`src/csp_pkg.sv`:
```
// Shared constants for the card socket status and power register bank.
// Assumes a byte-wide register port in the socket's memory space.
`default_nettype none

package csp_pkg;

	// Register offsets within the socket space
	localparam logic [11:0] CSP_OFF_IDENT = 12'h0800;
	localparam logic [11:0] CSP_OFF_STATUS = 12'h0801;
	localparam logic [11:0] CSP_OFF_POWER = 12'h0802;

	// Identification register fields
	localparam logic [1:0] CSP_INTERFACE_KIND_CODE = 2'h2;
	localparam int CSP_ID_KIND_LSB = 6;
	localparam int CSP_ID_SPARE_LSB = 4;
	localparam int CSP_ID_REV_LSB = 0;
	localparam logic [1:0] CSP_ID_SPARE_RESET = 2'h0;

	// Power control register fields
	localparam int CSP_PC_OUT_EN = 7;
	localparam int CSP_PC_AUTO_SW = 5;
	localparam int CSP_PC_SUPPLY_EN = 4;
	localparam int CSP_PC_VCC_LSB = 3;
	localparam int CSP_PC_VPP_LSB = 0;
	localparam logic [7:0] CSP_POWER_RESET = 8'h00;

	// Supply and programming voltage request codes
	localparam logic [1:0] CSP_VCC_5V = 2'h2;
	localparam logic [1:0] CSP_VCC_3V3 = 2'h3;
	localparam logic [1:0] CSP_VPP_NONE = 2'h0;
	localparam logic [1:0] CSP_VPP_VCC = 2'h1;
	localparam logic [1:0] CSP_VPP_12V = 2'h2;

	// Interface status register fields
	localparam int CSP_ST_POWER = 6;
	localparam int CSP_ST_READY = 5;
	localparam int CSP_ST_WP = 4;
	localparam int CSP_ST_CD_B = 3;
	localparam int CSP_ST_CD_A = 2;
	localparam int CSP_ST_PIN_LSB = 0;

	// Reset values of the synchronisers and the read data
	localparam logic [3:0] CSP_PIN_RESET = 4'h0;
	localparam logic [1:0] CSP_DETECT_IDLE = 2'h3;
	localparam logic [7:0] CSP_RDATA_RESET = 8'h00;

	// Unmapped reads return this
	localparam logic [7:0] CSP_UNMAPPED_DATA = 8'h00;

endpackage

`default_nettype wire

```
`src/csp_socket_regs.sv`:
```
// Socket identification, interface status and power control registers.
// Assumes a same-clock host register port; card pins arrive asynchronously.
// Supply and output enable drives go to external switches and buffers.
`default_nettype none

module csp_socket_regs
	import csp_pkg::*;
#(
	parameter int ADDR_W = 12,
	parameter logic [3:0] REV_RESET = 4'h3, // Arbitrary revision value
	parameter logic [3:0] OLD_MODEL_REV = 4'h1 // Arbitrary older-model value
) (
	input wire logic clk_sys_in,
	input wire logic rst_n_in,
	input wire logic [ADDR_W-1:0] reg_addr_in,
	input wire logic reg_wr_in,
	input wire logic reg_rd_in,
	input wire logic [7:0] reg_wdata_in,
	output logic [7:0] reg_rdata_out,
	output logic reg_rvalid_out,
	input wire logic ident_write_enable_in,
	input wire logic supply_level_select_in,
	input wire logic card_ready_in,
	input wire logic card_write_protect_in,
	input wire logic card_detect_a_n_in,
	input wire logic card_detect_b_n_in,
	input wire logic battery_detect_a_in,
	input wire logic battery_detect_b_in,
	output logic card_outputs_enable_out,
	output logic socket_power_on_out,
	output logic supply_5v_on_out,
	output logic supply_3v3_on_out,
	output logic program_vcc_on_out,
	output logic program_12v_on_out
);

	// Refuse address widths that cannot reach the socket offsets
	if (ADDR_W < 12) begin : g_bad_addr_w
		$error("ADDR_W must be at least 12");
	end

	// Register fields
	logic [1:0] ident_spare_q;
	logic [3:0] register_model_revision_q;
	logic card_outputs_enable_q;
	logic auto_power_switch_enable_q;
	logic card_supply_enable_q;
	logic [1:0] supply_voltage_request_q;
	logic [1:0] program_voltage_request_q;
	// Synchroniser stages: ready, write protect, battery b and a; detects b and a
	logic [3:0] pin_meta_q;
	logic [3:0] pin_sync_q;
	logic [1:0] detect_meta_q;
	logic [1:0] detect_sync_q;
	// Decoded strobes and derived socket state
	logic ident_wr;
	logic power_wr;
	logic older_model;
	logic card_present;
	logic supply_on_d;
	logic level_5v_d;
	logic level_3v3_d;
	logic program_vcc_d;
	logic program_12v_d;
	// Read images
	logic [7:0] ident_rd;
	logic [7:0] status_rd;
	logic [7:0] power_rd;
	logic [7:0] rdata_d;

	// Address compare on the full port width
	function automatic logic hit(input logic [ADDR_W-1:0] addr, input logic [11:0] off);
		hit = (addr == ADDR_W'(off));
	endfunction

	// Newer-model supply code to {5 V, 3.3 V}; both low codes mean off
	function automatic logic [1:0] vcc_levels(input logic [1:0] code);
		vcc_levels = {(code == CSP_VCC_5V), (code == CSP_VCC_3V3)};
	endfunction

	// Programming voltage select; a request only counts while the supply is on
	function automatic logic vpp_select(input logic supply_on, input logic [1:0] code,
		input logic [1:0] want);
		vpp_select = supply_on && (code == want);
	endfunction

	// Older layout: bit 6 and bits 3-2 always read zero
	function automatic logic [7:0] older_power_image(input logic out_en, input logic auto_sw,
		input logic supply_en, input logic [1:0] vpp);
		older_power_image = 8'h00;
		older_power_image[CSP_PC_OUT_EN] = out_en;
		older_power_image[CSP_PC_AUTO_SW] = auto_sw;
		older_power_image[CSP_PC_SUPPLY_EN] = supply_en;
		older_power_image[CSP_PC_VPP_LSB +: 2] = vpp;
	endfunction

	// Newer layout: bits 6-5 and bit 2 always read zero
	function automatic logic [7:0] newer_power_image(input logic out_en, input logic [1:0] vcc,
		input logic [1:0] vpp);
		newer_power_image = 8'h00;
		newer_power_image[CSP_PC_OUT_EN] = out_en;
		newer_power_image[CSP_PC_VCC_LSB +: 2] = vcc;
		newer_power_image[CSP_PC_VPP_LSB +: 2] = vpp;
	endfunction

	// Two-stage synchroniser for the card status pins
	always_ff @(posedge clk_sys_in or negedge rst_n_in) begin
		if (!rst_n_in) begin
			pin_meta_q <= CSP_PIN_RESET;
			pin_sync_q <= CSP_PIN_RESET;
		end else begin
			pin_meta_q <= {card_ready_in, card_write_protect_in,
				battery_detect_b_in, battery_detect_a_in};
			pin_sync_q <= pin_meta_q;
		end
	end

	// Detect synchroniser resets to an empty socket, so no phantom card powers up
	always_ff @(posedge clk_sys_in or negedge rst_n_in) begin
		if (!rst_n_in) begin
			detect_meta_q <= CSP_DETECT_IDLE;
			detect_sync_q <= CSP_DETECT_IDLE;
		end else begin
			detect_meta_q <= {card_detect_b_n_in, card_detect_a_n_in};
			detect_sync_q <= detect_meta_q;
		end
	end

	// Write strobes per register; the ident one also needs the write enable
	assign ident_wr = reg_wr_in && ident_write_enable_in && hit(reg_addr_in, CSP_OFF_IDENT);
	assign power_wr = reg_wr_in && hit(reg_addr_in, CSP_OFF_POWER);

	// Identification register writes, gated by the write enable
	always_ff @(posedge clk_sys_in or negedge rst_n_in) begin
		if (!rst_n_in) begin
			ident_spare_q <= CSP_ID_SPARE_RESET;
			register_model_revision_q <= REV_RESET;
		end else if (ident_wr) begin
			ident_spare_q <= reg_wdata_in[CSP_ID_SPARE_LSB +: 2];
			register_model_revision_q <= reg_wdata_in[CSP_ID_REV_LSB +: 4];
		end
	end

	// Model select from the revision field
	assign older_model = (register_model_revision_q == OLD_MODEL_REV);

	// Output enable and programming request exist in both layouts
	always_ff @(posedge clk_sys_in or negedge rst_n_in) begin
		if (!rst_n_in) begin
			card_outputs_enable_q <= CSP_POWER_RESET[CSP_PC_OUT_EN];
			program_voltage_request_q <= CSP_POWER_RESET[CSP_PC_VPP_LSB +: 2];
		end else if (power_wr) begin
			card_outputs_enable_q <= reg_wdata_in[CSP_PC_OUT_EN];
			program_voltage_request_q <= reg_wdata_in[CSP_PC_VPP_LSB +: 2];
		end
	end

	// Older-layout fields; they keep their values while the newer layout is active
	always_ff @(posedge clk_sys_in or negedge rst_n_in) begin
		if (!rst_n_in) begin
			auto_power_switch_enable_q <= CSP_POWER_RESET[CSP_PC_AUTO_SW];
			card_supply_enable_q <= CSP_POWER_RESET[CSP_PC_SUPPLY_EN];
		end else if (power_wr && older_model) begin
			auto_power_switch_enable_q <= reg_wdata_in[CSP_PC_AUTO_SW];
			card_supply_enable_q <= reg_wdata_in[CSP_PC_SUPPLY_EN];
		end
	end

	// Newer-layout supply request; untouched by writes in the older layout
	always_ff @(posedge clk_sys_in or negedge rst_n_in) begin
		if (!rst_n_in) begin
			supply_voltage_request_q <= CSP_POWER_RESET[CSP_PC_VCC_LSB +: 2];
		end else if (power_wr && !older_model) begin
			supply_voltage_request_q <= reg_wdata_in[CSP_PC_VCC_LSB +: 2];
		end
	end

	// Both detects low means the card is seated
	assign card_present = !detect_sync_q[0] && !detect_sync_q[1];

	// Supply state and level for each model, then the programming voltage
	always_comb begin
		if (older_model) begin
			supply_on_d = card_supply_enable_q && (!auto_power_switch_enable_q || card_present);
			level_5v_d = supply_on_d && !supply_level_select_in;
			level_3v3_d = supply_on_d && supply_level_select_in;
		end else begin
			{level_5v_d, level_3v3_d} = vcc_levels(supply_voltage_request_q);
			supply_on_d = level_5v_d || level_3v3_d;
		end
		program_vcc_d = vpp_select(supply_on_d, program_voltage_request_q, CSP_VPP_VCC);
		program_12v_d = vpp_select(supply_on_d, program_voltage_request_q, CSP_VPP_12V);
	end

	// Card interface output enable, one flop behind the register bit
	always_ff @(posedge clk_sys_in or negedge rst_n_in) begin
		if (!rst_n_in) begin
			card_outputs_enable_out <= 1'b0;
		end else begin
			card_outputs_enable_out <= card_outputs_enable_q;
		end
	end

	// Supply switch drives
	always_ff @(posedge clk_sys_in or negedge rst_n_in) begin
		if (!rst_n_in) begin
			socket_power_on_out <= 1'b0;
			supply_5v_on_out <= 1'b0;
			supply_3v3_on_out <= 1'b0;
		end else begin
			socket_power_on_out <= supply_on_d;
			supply_5v_on_out <= level_5v_d;
			supply_3v3_on_out <= level_3v3_d;
		end
	end

	// Programming voltage drives, held off while the supply is off
	always_ff @(posedge clk_sys_in or negedge rst_n_in) begin
		if (!rst_n_in) begin
			program_vcc_on_out <= 1'b0;
			program_12v_on_out <= 1'b0;
		end else begin
			program_vcc_on_out <= program_vcc_d;
			program_12v_on_out <= program_12v_d;
		end
	end

	// Identification image: fixed kind code over the software fields
	always_comb begin
		ident_rd = 8'h00;
		ident_rd[CSP_ID_KIND_LSB +: 2] = CSP_INTERFACE_KIND_CODE;
		ident_rd[CSP_ID_SPARE_LSB +: 2] = ident_spare_q;
		ident_rd[CSP_ID_REV_LSB +: 4] = register_model_revision_q;
	end

	// Status image: bit 7 stays zero, bit 6 is the socket power drive, the rest follow the synchronised pins
	// Bits 1-0 carry battery detects, or speaker and status change on the same pins
	always_comb begin
		status_rd = 8'h00;
		status_rd[CSP_ST_POWER] = socket_power_on_out;
		status_rd[CSP_ST_READY] = pin_sync_q[3];
		status_rd[CSP_ST_WP] = pin_sync_q[2];
		status_rd[CSP_ST_CD_B] = !detect_sync_q[1];
		status_rd[CSP_ST_CD_A] = !detect_sync_q[0];
		status_rd[CSP_ST_PIN_LSB +: 2] = pin_sync_q[1:0];
	end

	// Power image follows the active layout
	assign power_rd = older_model ?
		older_power_image(card_outputs_enable_q, auto_power_switch_enable_q, card_supply_enable_q,
			program_voltage_request_q) :
		newer_power_image(card_outputs_enable_q, supply_voltage_request_q, program_voltage_request_q);

	// Read decode; a read in the same cycle as a write returns the old value
	always_comb begin
		if (hit(reg_addr_in, CSP_OFF_IDENT)) begin
			rdata_d = ident_rd;
		end else if (hit(reg_addr_in, CSP_OFF_STATUS)) begin
			rdata_d = status_rd;
		end else if (hit(reg_addr_in, CSP_OFF_POWER)) begin
			rdata_d = power_rd;
		end else begin
			rdata_d = CSP_UNMAPPED_DATA;
		end
	end

	// Read valid pulse, one cycle after the strobe
	always_ff @(posedge clk_sys_in or negedge rst_n_in) begin
		if (!rst_n_in) begin
			reg_rvalid_out <= 1'b0;
		end else begin
			reg_rvalid_out <= reg_rd_in;
		end
	end

	// Read data, held until the next read
	always_ff @(posedge clk_sys_in or negedge rst_n_in) begin
		if (!rst_n_in) begin
			reg_rdata_out <= CSP_RDATA_RESET;
		end else if (reg_rd_in) begin
			reg_rdata_out <= rdata_d;
		end
	end

endmodule

`default_nettype wire

```
`config.mk`:
```
export PLATFORM = sky130hd
export DESIGN_NAME = csp_socket_regs
export DESIGN_NICKNAME = d
export VERILOG_FILES = /design/src/csp_pkg.sv /design/src/csp_socket_regs.sv
export SDC_FILE = /design/constraint.sdc
export NUM_CORES = 1
export LEC_CHECK = 0
export BUFFER_PORTS_ARGS = -buffer_cell sky130_fd_sc_hd__clkbuf_2
export CORE_MARGIN = 2
export CORE_UTILIZATION = 54
export DETAILED_ROUTE_END_ITERATION = 7
export PLACE_DENSITY = 0.83
export SLEW_MARGIN = 20
export SYNTH_ARGS = -nofsm -noshare
export SYNTH_HDL_FRONTEND = slang
export SYNTH_SLANG_ARGS = --single-unit
```
`constraint.sdc`:
```
create_clock -name clk_sys_in -period 3.4 [get_ports clk_sys_in]
set_input_delay 0 -clock clk_sys_in [delete_from_list [all_inputs] [get_ports clk_sys_in]]
set_output_delay 0 -clock clk_sys_in [all_outputs]
set_load 0.005 [all_outputs]
```
Word-level counts from Yosys, hierarchy flattened
Cells that the tools add are included.
{"block": "totals", "reg_bits": 40, "input_bits": 32, "out_inout_bits": 15, "wordCells": 52}
{"block": "op_classes", "n_eq_ne": 8, "mux": 7, "reduce_logical": 18}
{"cell": "12-bit == test (second input constant)", "count": 3}
{"cell": "8-bit 2-to-1 mux", "count": 3}
{"cell": "1-bit logical AND", "count": 11}
{"cell": "2-bit == test (second input constant)", "count": 3}
{"cell": "6-bit 2-to-1 mux", "count": 1}
{"cell": "1-bit zero test", "count": 5}
{"cell": "4-bit by 1-bit == test with 1-bit output (second input constant)", "count": 1}
{"cell": "1-bit 2-to-1 mux", "count": 3}
{"cell": "2-bit by 1-bit == test with 1-bit output (second input constant)", "count": 1}
{"cell": "1-bit logical OR", "count": 2}

Logic depth before layout (Yosys ltp)
Gate-level depths: netlist of the first run.
{"block": "depth", "depth_word": 6, "depth_mapped": 6, "mapped_depth_nobuf": 5}

Least setup slack after synthesis of the first run
No wires, ideal clock.
{"block": "synth_path", "kind": "input port to flip-flop", "from": "input port reg_addr_in[9]", "to": "register auto_power_switch_enable_q", "setup_ps": 125, "t_arrival_ps": 1748, "required_time_ps": 3275, "setup_slack_ps": 1527, "path_stages": 5, "path_buffers": 0, "path_cell_list": "or4b_4 -> nor4_4 -> nand4b_2 -> nor4_2 -> mux2_2"}
{"block": "synth_via", "elab_chain_cells": 3}
{"item": "start: declaration", "line_no": "csp_socket_regs.sv:15", "rtl": "input wire logic [ADDR_W-1:0] reg_addr_in,"}
{"item": "12-bit == test", "line_no": "csp_socket_regs.sv:73", "rtl": "hit = (addr == ADDR_W'(off));"}
{"item": "1-bit logical AND", "line_no": "csp_socket_regs.sv:131", "rtl": "assign power_wr = reg_wr_in && hit(reg_addr_in, CSP_OFF_POWER);"}
{"item": "1-bit logical AND", "line_no": "csp_socket_regs.sv:163", "rtl": "end else if (power_wr && older_model) begin"}
{"item": "end signal: assignment", "line_no": "csp_socket_regs.sv:161", "rtl": "auto_power_switch_enable_q <= CSP_POWER_RESET[CSP_PC_AUTO_SW];"}
{"item": "end signal: assignment", "line_no": "csp_socket_regs.sv:164", "rtl": "auto_power_switch_enable_q <= reg_wdata_in[CSP_PC_AUTO_SW];"}
{"item": "end: declaration", "line_no": "csp_socket_regs.sv:46", "rtl": "logic auto_power_switch_enable_q;"}
Every way passes these cells.
A chain may end at the register's enable or synchronous reset.

Worst setup path after layout of the first run
{"block": "layout_path", "from": "register register_model_revision_q[0]", "to": "register reg_rdata_out[4]"}
{"block": "layout_via", "elab_chain_cells": 5}
{"item": "start: declaration", "line_no": "csp_socket_regs.sv:44", "rtl": "logic [3:0] register_model_revision_q;"}
{"item": "start signal: assignment", "line_no": "csp_socket_regs.sv:140", "rtl": "register_model_revision_q <= reg_wdata_in[CSP_ID_REV_LSB +: 4];"}
{"item": "4-bit by 1-bit == test with 1-bit output", "line_no": "csp_socket_regs.sv:145", "rtl": "assign older_model = (register_model_revision_q == OLD_MODEL_REV);"}
{"item": "6-bit 2-to-1 mux", "line_no": "csp_socket_regs.sv:249", "rtl": "assign power_rd = older_model ?"}
{"item": "8-bit 2-to-1 mux", "line_no": "csp_socket_regs.sv:260", "rtl": "end else if (hit(reg_addr_in, CSP_OFF_POWER)) begin"}
{"item": "8-bit 2-to-1 mux", "line_no": "csp_socket_regs.sv:258", "rtl": "end else if (hit(reg_addr_in, CSP_OFF_STATUS)) begin"}
{"item": "8-bit 2-to-1 mux", "line_no": "csp_socket_regs.sv:256", "rtl": "if (hit(reg_addr_in, CSP_OFF_IDENT)) begin"}
{"item": "end signal: assignment", "line_no": "csp_socket_regs.sv:281", "rtl": "reg_rdata_out <= rdata_d;"}
{"item": "end: declaration", "line_no": "csp_socket_regs.sv:19", "rtl": "output logic [7:0] reg_rdata_out,"}
Every way passes these cells.

==> results of run 1 <==
flip-flops by register name, summed over array words and instances (netlist names):
| name | flops |
|---|---|
| reg_rdata_out | 8 |
| pin_meta_q | 4 |
| pin_sync_q | 4 |
| register_model_revision_q | 4 |
| detect_meta_q | 2 |
| detect_sync_q | 2 |
| ident_spare_q | 2 |
| program_voltage_request_q | 2 |
| supply_voltage_request_q | 2 |
| auto_power_switch_enable_q | 1 |
| card_outputs_enable_out | 1 |
| card_outputs_enable_q | 1 |
| card_supply_enable_q | 1 |
| program_12v_on_out | 1 |
| program_vcc_on_out | 1 |
| reg_rvalid_out | 1 |
| socket_power_on_out | 1 |
| supply_3v3_on_out | 1 |
| supply_5v_on_out | 1 |
path summary, 6_finish.rpt:
kind                                    end  slack (ns)  cells after the start
hold / removal             reg_rdata_out[3]        0.02                      4
min in group asynchronous     pin_sync_q[2]        0.31                      2
setup reg to reg           reg_rdata_out[4]        1.14                      5
hold reg to reg               pin_sync_q[1]        0.36                      0
setup / recovery           reg_rdata_out[4]        1.14                      5
max in group asynchronous  reg_rdata_out[3]        2.52                      2
stage by stage:
step                      setup WS (ns)  hold WS, ns  instance area, sq um
after floorplan                    1.53       -0.296                  1600
after global placement             1.21       0.0881                  1850
after detailed placement           1.18       0.0891                  1850
after CTS                          1.24      0.00465                  2110
after global routing               1.03       0.0170                  2110
final                              1.14       0.0173                  2110
where the power goes:
part,total (W),internal (W),switching [W]
clock network,0.000338,0.000195,0.000143
logic,0.0000614,0.0000313,0.0000300
registers,0.000490,0.000487,0.00000346
per-layer routing:
metal | vias up | part of all wire [%] | track usage [%]
li1 | 565 | - | -
met1 | 567 | 41 | 23.2
met2 | 53 | 49 | 35.5
met3 | 7 | 7.5 | 5.05
met4 | 0 | 2.4 | 11.6
met5 | - | 0 | 0
final cells by class:
| cell class | count | area [sq um] | area share (%) |
|---|---|---|---|
| multi-input cells | 69 | 537 | 25.5 |
| clock buffers | 7 | 65.1 | 3.09 |
| inverters | 11 | 41.3 | 1.96 |
| clock inverters | 1 | 30.0 | 1.43 |
| repair buffers | 61 | 385 | 18.3 |
| well taps | 31 | 38.8 | 1.84 |
| flip-flops and latches | 40 | 1010 | 47.9 |
logic make-up (layout without fill, tap and decap cells):
| family | after synthesis | in the layout |
|---|---|---|
| flops | 40 | 40 |
| simple gates | 33 | 33 |
| compound gates | 20 | 20 |
| mux | 16 | 16 |
| buf+inv | 14 | 80 |
worst max-delay path, cell delays in order, from the launching register on:
cell,delay (ns)
sky130_fd_sc_hd__dfstp_2,0.58
sky130_fd_sc_hd__nor4b_1,0.79
sky130_fd_sc_hd__nand2b_1,0.27
sky130_fd_sc_hd__a21boi_0,0.12
sky130_fd_sc_hd__a221oi_1,0.28
sky130_fd_sc_hd__a211oi_1,0.08
placed cells by master, fill, tap and decap left out, drive strengths merged, types with 6 or more instances in the layout:
cell	count
o21ai	11
mux2	13
dlygate4sd3	16
dfstp	6
clkbuf	52
dfrtp	34
nand3	6
inv	11
nand2	7
==> results_dict.tcl, run 1 <==
set metrics [dict create \
    path_clk_slew_ns 0.11 \
    place.gp.congestion 0.802 \
    post_synth_main_area_contributors "sky130_fd_sc_hd__dfrtp_1 53%, sky130_fd_sc_hd__dfstp_2 9.9%, sky130_fd_sc_hd__mux2_2 9.2%" \
    synth_xor_xnor_area_share_pct 0 \
    antenna_left 0 \
    htreeDepth 2 \
    syn_avg_cell_area_sq_um 13.0 \
    final_nets 220 \
    timing.critical_path.to_type "flop" \
    critPathMaxFanout 6 \
    irDropWorstVdd_mv 0.389 \
    finalMaxSlewViolations 0 \
    num_io_pins 47 \
    largest_family_of_logic_cells_by_synthesized_area "simple AND/OR/NAND/NOR gates" \
    wl_per_cell_um 13.9 \
    tns_ns 0 \
    fin_clk_skew_ns 0.00700 \
    synthAdderAreaFrac_pct 0 \
    arrival_ns 2.47 \
    synth.ff_latch_count 40 \
    cts-buffers-inserted 5 \
    core_region_area_sq_um 2780 \
    layout-area-overhead-vs-synth_pct 31.8 \
    max-clock-path-buffers 2 \
    synth_top_cells_by_count "34 x sky130_fd_sc_hd__dfrtp_1, 13 x sky130_fd_sc_hd__mux2_2, 11 x sky130_fd_sc_hd__inv_1, 11 x sky130_fd_sc_hd__o21ai_0, 7 x sky130_fd_sc_hd__nand2_1" \
    r2r-start "register_model_revision_q[0]" \
    synth_top_cell_by_area "sky130_fd_sc_hd__dfrtp_1" \
    tightest_hold_check_type "input pin to flop" \
    clkSinkCount 40 \
    synthesis.area_sq_um 1600 \
    synth.area.mux_share_pct 11.0 \
    crit_required_ns 3.61 \
    cts-hold-fix-buffers 16 \
    async_flop_share_pct 100 \
    yosys.cell_count.top_type "sky130_fd_sc_hd__dfrtp_1" \
    postCtsSetupRepairBufs 0 \
    detail_route.drc_violations 0 \
    achievable-frequency_mhz 442 \
    vias_in_the_first_global_route 1206 \
    min_period_over_period_pct 66.5 \
    placed_cells 196 \
    globalRouteOverflowTotal 0 \
    number_of_antenna_violations_at_the_first_check_in_global_routing 0 \
    die-width_um 58.4 \
    final_cells 220 \
    synthDistinctLibCells 29 \
    worst_pin_slew_ns 0.973 \
    power_leakage_nw 1.03 \
    portbufs 45 \
    cts_tree "built" \
    path_class "flop to flop" \
    synth_compound_gate_area_share_pct 7.67 \
    place.detailed.hpwl_um 2230 \
    cts.repair.resized 0 \
    overall_routed_net_length_um 3050 \
    grt_util_all_layers_pct 20.6 \
    final_core_utilization_pct 75.7 \
    die-area_sq_um 3410 \
    report.final.setup_viol 0 \
    report.power.total_w 0.000890 \
    floorplan.initialDensity_pct 57.4 \
    synth_edf_count 0 \
    yosys_warnings 0 \
    vias_per_cell 5.42 \
    num-fill-cells 189 \
    drive_above_1_share_pct 40.7 \
    global_route_wire_length_before_repair_um 5180 \
    seq_area_frac_synth_pct 63.1 \
    timing.critical_path.from_type "flop" \
    syn-num-nets 155 \
    synth.top_cell.area_share_pct 53.2 \
    grt_max_degree 41 \
    total_vias_in_the_final_route 1192 \
    dieHeight_um 58.4 \
    clock_tree.root_cell "sky130_fd_sc_hd__clkbuf_4" \
    post-route-min-period_ns 2.26 \
    setup.worst_path.start "register_model_revision_q[0]" \
    synthSimpleGateAreaFrac_pct 14.9 \
    dr.first_iter.drc_count 43 \
    antennaDiodeCount 0 \
    slew_headroom_pct 34.2 \
    drt-pass1-iter-count 4 \
    rsz_0062_raised_after_global_routing "false" \
    cap_violations 0 \
    clk_latency_ns 0.34 \
    top_ff_cell_synth "sky130_fd_sc_hd__dfrtp_1" \
    power_per_cell_area_nw_per_um2 423 \
    syn_inst 123 \
    hold_path.startpoint "reg_addr_in[3]" \
    outcome "complete, no violations" \
    finalHoldViolations 0 \
    rows 19 \
]
(Power assumes the default switching activity.)
==> run 2, diff against run 1 <==
Settings changed: CORE_UTILIZATION 54 to 50, PLACE_DENSITY 0.83 to 0.78.
Clock period 3.4 ns to 2.15 ns, I/O delays scaled along.
==> results_dict.tcl, run 2 (synthesized netlist as in run 1, its figures left out) <==
set metrics [dict create \
    antennaDiodeCount 0 \
    detail_route.drc_violations 0 \
    cts_tree "built" \
    outcome "complete, no violations" \
    dieHeight_um 60.5 \
    vias_per_cell 5.17 \
    clk_latency_ns 0.34 \
    report.final.setup_viol 0 \
    global_route_wire_length_before_repair_um 5150 \
    rows 20 \
    critPathMaxFanout 5 \
    path_clk_slew_ns 0.11 \
    postCtsSetupRepairBufs 0 \
    globalRouteOverflowTotal 0 \
    cap_violations 0 \
    grt_util_all_layers_pct 19.6 \
    number_of_antenna_violations_at_the_first_check_in_global_routing 0 \
    wl_per_cell_um 13.3 \
    fin_clk_skew_ns 0.0133 \
    r2r-start "register_model_revision_q[0]" \
    r2r.worst_path.cells 5 \
    rsz_0062_raised_after_global_routing "false" \
    final_cells 236 \
    power_frac_comb_pct 7.9 \
    ff2ff_setup_slack_ns 0.38 \
    crit_path_end "program_vcc_on_out" \
    met2RoutedLength_um 1560 \
    layout.cells.most_common_list "45 x sky130_fd_sc_hd__clkbuf_2, 34 x sky130_fd_sc_hd__dfrtp_1, 16 x sky130_fd_sc_hd__dlygate4sd3_1, 13 x sky130_fd_sc_hd__mux2_2" \
    timing.critical_path.from_type "flop" \
    arrival_ns 2.01 \
    path_class "flop to flop" \
    die-area_sq_um 3660 \
    report.power.total_w 0.00126 \
    overall_routed_net_length_um 3150 \
    tightest_hold_check_type "input pin to flop" \
    timing.critical_path.to_type "flop" \
    clock_power_share_pct 30.5 \
    power_leakage_nw 1.02 \
    crit_required_ns 2.39 \
    finalHoldViolations 0 \
    place.gp.congestion 0.851 \
    clock_tree.root_cell "sky130_fd_sc_hd__clkbuf_4" \
    power.share.switching_pct 22.0 \
    worst_pin_slew_ns 0.933 \
    tns_ns 0 \
    mostFrequentLayoutCell "sky130_fd_sc_hd__clkbuf_2" \
    die-width_um 60.5 \
    setup.worst_path.start "register_model_revision_q[0]" \
    finalMaxSlewViolations 0 \
    place.detailed.hpwl_um 2250 \
    drt-pass1-iter-count 4 \
    floorplan.initialDensity_pct 52.3 \
    critical_path.cell_chain "nor4b_1, buf_4, nand3_1, and2_1, nor3b_1" \
    registers.top_by_ff_count "reg_rdata_out" \
    power_per_cell_area_nw_per_um2 597 \
    max-clock-path-buffers 2 \
    irDropWorstVdd_mv 0.366 \
    final_nets 223 \
    portbufs 45 \
    vias_in_the_first_global_route 1231 \
    total_vias_in_the_final_route 1220 \
    cts-buffers-inserted 5 \
    slew_headroom_pct 37.8 \
    antenna_left 0 \
    clkSinkCount 40 \
    drt-met1-wl_um 1270 \
    timing.critical_path.slowest_cell_delay_ns 0.57 \
    placed_cells 212 \
    sequential_share_of_power_pct 61.6 \
    drive_above_1_share_pct 40.6 \
    htreeDepth 2 \
    critical_path.reg2reg.endpoint "program_vcc_on_out" \
    number_of_flip_flops_in_the_largest_register 8 \
    met3_length_um 234 \
    p_int_w 0.000981 \
    highest_layer "met4" \
    core_region_area_sq_um 3050 \
    cts.repair.resized 0 \
    achievable-frequency_mhz 565 \
    post-route-min-period_ns 1.77 \
    min_period_over_period_pct 82.3 \
    p_sw_w 0.000277 \
    dr.first_iter.drc_count 38 \
    critical_path.slowest_cell "sky130_fd_sc_hd__dfstp_2" \
    layout-area-overhead-vs-synth_pct 31.9 \
    grt_max_degree 41 \
    num_io_pins 47 \
]
run 2: power groups by stage:
stage               logic (W)  clock network, W  registers (W)
finish              0.0000993          0.000384       0.000775
detailed placement  0.0000777                 0       0.000789
CTS                  0.000100          0.000399       0.000775
floorplan           0.0000236                 0       0.000788
global route         0.000111          0.000428       0.000777
global placement    0.0000740                 0       0.000789
run 2: layout make-up:
type                            instances  area, sq um
Sequential cell                        40         1010
Tap cell                               44         55.1
Multi-Input combinational cell         69          537
Fill cell                             237          945
Clock buffer                            8         58.8
Inverter                               11         41.3
Timing Repair Buffer                   64          408
run 2: per-layer routing:
layer	GRT usage, %	vias to the layer above
met4	7.76	0
met5	0	-
met1	21.4	584
li1	-	569
met3	6.40	9
met2	35.2	58
run 2: worst max-delay path: cells and delay by family (launching register included):
family                 cells  cell delay, ns
buffers and inverters      1            0.20
flip-flops                 1            0.57
AND/OR/NAND/NOR            4            0.91
run 2: worst min-delay path by stage:
stage,to,slack (ns),start,depth (start not counted)
final,reg_rdata_out[0],0.14,reg_addr_in[3],5
after global routing,reg_rdata_out[0],0.16,reg_addr_in[2],5
after CTS,reg_rdata_out[0],0.13,reg_addr_in[3],5
after detailed placement,detect_meta_q[0],0.09,card_detect_a_n_in,1
after global placement,detect_meta_q[0],0.09,card_detect_a_n_in,1
after floorplan,auto_power_switch_enable_q,-0.30,rst_n_in,0
run 2: per-stage QoR:
step | utilization (%) | hold WS [ns] | setup WS, ns | area [sq um]
2_1_floorplan | - | -0.296 | 0.277 | 1600
3_3_place_gp | 61.9 | 0.0876 | 0.260 | 1890
3_5_place_dp | 61.9 | 0.0889 | 0.204 | 1890
4_1_cts | 69.1 | 0.131 | 0.399 | 2110
5_1_grt | 69.1 | 0.160 | 0.206 | 2110
6_report | 69.1 | 0.140 | 0.380 | 2110
run 2: timing repair:
action,CTS,global route
hold buffers,16,0
endpoints found under the setup margin,0,0
hold endpoints to repair,56,0
==> run 3, diff against run 2 <==
Settings changed: ABC_AREA set to 1, CORE_UTILIZATION 50 to 47, PLACE_DENSITY 0.78 to 0.75.
Clock period 2.15 ns to 1.5 ns, I/O delays scaled along.
==> results_dict.tcl, run 3 <==
set metrics [dict create \
    outcome "complete, no violations" \
    synthDistinctLibCells 29 \
    crit_path_end "program_12v_on_out" \
    report.final.setup_viol 0 \
    critical_path.slowest_cell "sky130_fd_sc_hd__dfstp_2" \
    pre_cts_ws_ns 0.150 \
    fin_clk_skew_ns 0.00400 \
    globalRouteOverflowTotal 0 \
    report.power.total_w 0.00202 \
    number_of_antenna_violations_at_the_first_check_in_global_routing 0 \
    syn_inst 198 \
    wl_per_cell_um 11.0 \
    vias_per_cell 4.68 \
    vias_in_the_first_global_route 1437 \
    min_period_over_period_pct 89.6 \
    setup.worst_path.start "register_model_revision_q[0]" \
    synth_compound_gate_area_share_pct 6.80 \
    timing.critical_path.to_type "flop" \
    path_clk_slew_ns 0.07 \
    synth_edf_count 0 \
    seq_area_frac_synth_pct 54.8 \
    htreeDepth 2 \
    synthSimpleGateAreaFrac_pct 30.6 \
    overall_routed_net_length_um 3450 \
    critPathMaxFanout 4 \
    cts.repair.resized 0 \
    die-width_um 66.6 \
    finalWorstSetupSlack_ns 0.157 \
    timing.critical_path.from_type "flop" \
    num_io_pins 47 \
    portbufs 45 \
    largest_family_of_logic_cells_by_synthesized_area "simple AND/OR/NAND/NOR gates" \
    finalMaxSlewViolations 0 \
    max-clock-path-buffers 2 \
    critical_path.reg2reg.endpoint "program_12v_on_out" \
    top_ff_cell_synth "sky130_fd_sc_hd__dfrtp_1" \
    clk_latency_ns 0.30 \
    yosys.cell_count.top_type "sky130_fd_sc_hd__nand2_1" \
    crit_required_ns 1.72 \
    floorplan.initialDensity_pct 49.5 \
    mostFrequentLayoutCell "sky130_fd_sc_hd__nand2_1" \
    cts_tree "built" \
    async_flop_share_pct 100 \
    antennaDiodeCount 0 \
    critical_path.cell_chain "nand2_1, nor2_4, nand3_1, and2_1, nor3_1" \
    cap_violations 0 \
    clkSinkCount 40 \
    synth.ff_latch_count 40 \
    synth.area.mux_share_pct 0 \
    ff2ff_setup_slack_ns 0.16 \
    timing.critical_path.slowest_cell_delay_ns 0.55 \
    rows 22 \
    synthAdderAreaFrac_pct 0 \
    r2r.worst_path.cells 5 \
    grt_max_degree 41 \
    finalHoldViolations 0 \
    layout.cells.most_common_list "60 x sky130_fd_sc_hd__nand2_1, 45 x sky130_fd_sc_hd__clkbuf_2, 34 x sky130_fd_sc_hd__dfrtp_1, 27 x sky130_fd_sc_hd__inv_1, 16 x sky130_fd_sc_hd__dlygate4sd3_1" \
    synthesis.area_sq_um 1840 \
    place.detailed.hpwl_um 2650 \
    cts-buffers-inserted 5 \
    drive_above_1_share_pct 33.0 \
    drt-pass1-iter-count 4 \
    number_of_flip_flops_in_the_largest_register 8 \
    worst_pin_slew_ns 0.472 \
    synth_top_cell_by_area "sky130_fd_sc_hd__dfrtp_1" \
    stdcell_area_sq_um 2380 \
    die-area_sq_um 4430 \
    dpl-instance-area_sq_um 2120 \
    syn-num-nets 230 \
    synth_top_cells_by_count "60 x sky130_fd_sc_hd__nand2_1, 34 x sky130_fd_sc_hd__dfrtp_1, 27 x sky130_fd_sc_hd__inv_1, 13 x sky130_fd_sc_hd__nand3_1, 8 x sky130_fd_sc_hd__o21ai_1" \
    irDropWorstVdd_mv 0.630 \
    core_region_area_sq_um 3720 \
    synth.top_cell.area_share_pct 46.3 \
    syn_avg_cell_area_sq_um 9.29 \
    global_route_wire_length_before_repair_um 5970 \
    antenna_left 0 \
    layout-area-overhead-vs-synth_pct 29.5 \
    tns_ns 0 \
    post-route-min-period_ns 1.34 \
    arrival_ns 1.56 \
    registers.top_by_ff_count "reg_rdata_out" \
    slew_headroom_pct 68.6 \
    yosys_warnings 0 \
    power_per_cell_area_nw_per_um2 849 \
    achievable-frequency_mhz 744 \
    synth_xor_xnor_area_share_pct 0 \
    path_class "flop to flop" \
    clock_tree.root_cell "sky130_fd_sc_hd__clkbuf_8" \
    dr.first_iter.drc_count 70 \
    dieHeight_um 66.6 \
    rsz_0062_raised_after_global_routing "false" \
    detail_route.drc_violations 0 \
    post_synth_main_area_contributors "sky130_fd_sc_hd__dfrtp_1 46%, sky130_fd_sc_hd__nand2_1 12%, sky130_fd_sc_hd__dfstp_2 8.6%" \
    place.gp.congestion 0.808 \
    power_leakage_nw 1.29 \
    total_vias_in_the_final_route 1474 \
    tightest_hold_check_type "input pin to flop" \
    r2r-start "register_model_revision_q[0]" \
    grt_util_all_layers_pct 18.7 \
    final_nets 298 \
]
[run 3: changes by cell type in the layout (fill, tap and decap cells not counted), moves of 6 or more]
| cell | previous run | this run |
|---|---|---|
| sky130_fd_sc_hd__nand2_1 | 7 | 60 |
| sky130_fd_sc_hd__inv_1 | 11 | 27 |
| sky130_fd_sc_hd__mux2_2 | 13 | 0 |
| sky130_fd_sc_hd__o21ai_0 | 11 | 1 |
| sky130_fd_sc_hd__o21ai_1 | 0 | 8 |
| sky130_fd_sc_hd__nand3_1 | 6 | 13 |
| sky130_fd_sc_hd__o21ai_2 | 0 | 6 |
[run 3: routing by layer]
layer | share of wire, % | wire length [um] | vias to the layer above | GRT usage [%]
met2 | 48 | 1670 | 43 | 31.9
met5 | 0 | 0 | - | 0
met1 | 44 | 1500 | 671 | 20.9
li1 | - | - | 753 | -
met4 | 2.2 | 76 | 0 | 7.91
met3 | 5.8 | 200 | 7 | 6.93
[run 3: worst min path at each step]
stage               startpoint                            to  cells after the start
floorplan             rst_n_in    auto_power_switch_enable_q                      0
global placement      rst_n_in                reg_rvalid_out                      2
detailed placement    rst_n_in              reg_rdata_out[2]                      2
CTS                  reg_wr_in  program_voltage_request_q[0]                      3
global route         reg_wr_in  program_voltage_request_q[0]                      3
finish               reg_wr_in  program_voltage_request_q[0]                      3
[run 3: critical path, delay by kind of cell, from the launching register on]
| kind | cells | cell delay [ns] |
|---|---|---|
| and+or+nand+nor | 5 | 0.72 |
| DFF | 1 | 0.55 |
[run 3: cell type report]
| class | instances | area (sq um) |
|---|---|---|
| Clock inverter | 2 | 13.8 |
| Sequential cell | 40 | 1010 |
| Inverter | 32 | 120 |
| Timing Repair Buffer | 64 | 408 |
| Tap cell | 48 | 60.1 |
| Multi-Input combinational cell | 123 | 688 |
| Fill cell | 340 | 1340 |
| Clock buffer | 6 | 82.6 |
[run 3: what timing repair did]
action	CTS	global route
endpoints found under the hold margin	56	0
hold buffers	16	0
endpoints found under the setup margin	0	0
setup buffers	0	0
[run 3: cells by family after synthesis]
logic type      Yosys count
compound gates           19
simple gates            104
buf+inv                  35
flops                    40
[run 3: report_power, final]
group	leakage, nW	switching [W]	total [W]	internal [W]
logic	0.726	0.0000934	0.000170	0.0000771
clock network	0.0516	0.000364	0.000739	0.000375
registers	0.510	0.00000794	0.00111	0.00110
[run 3: stage by stage]
step / util [%] / hold WS, ns / cells
2_1_floorplan: - / -0.296 / 198
3_3_place_gp: 57.2 / 0.0770 / 291
3_5_place_dp: 57.2 / 0.0803 / 291
4_1_cts: 64.1 / 0.0384 / 315
5_1_grt: 64.1 / 0.0553 / 315
6_report: 64.1 / 0.0521 / 315
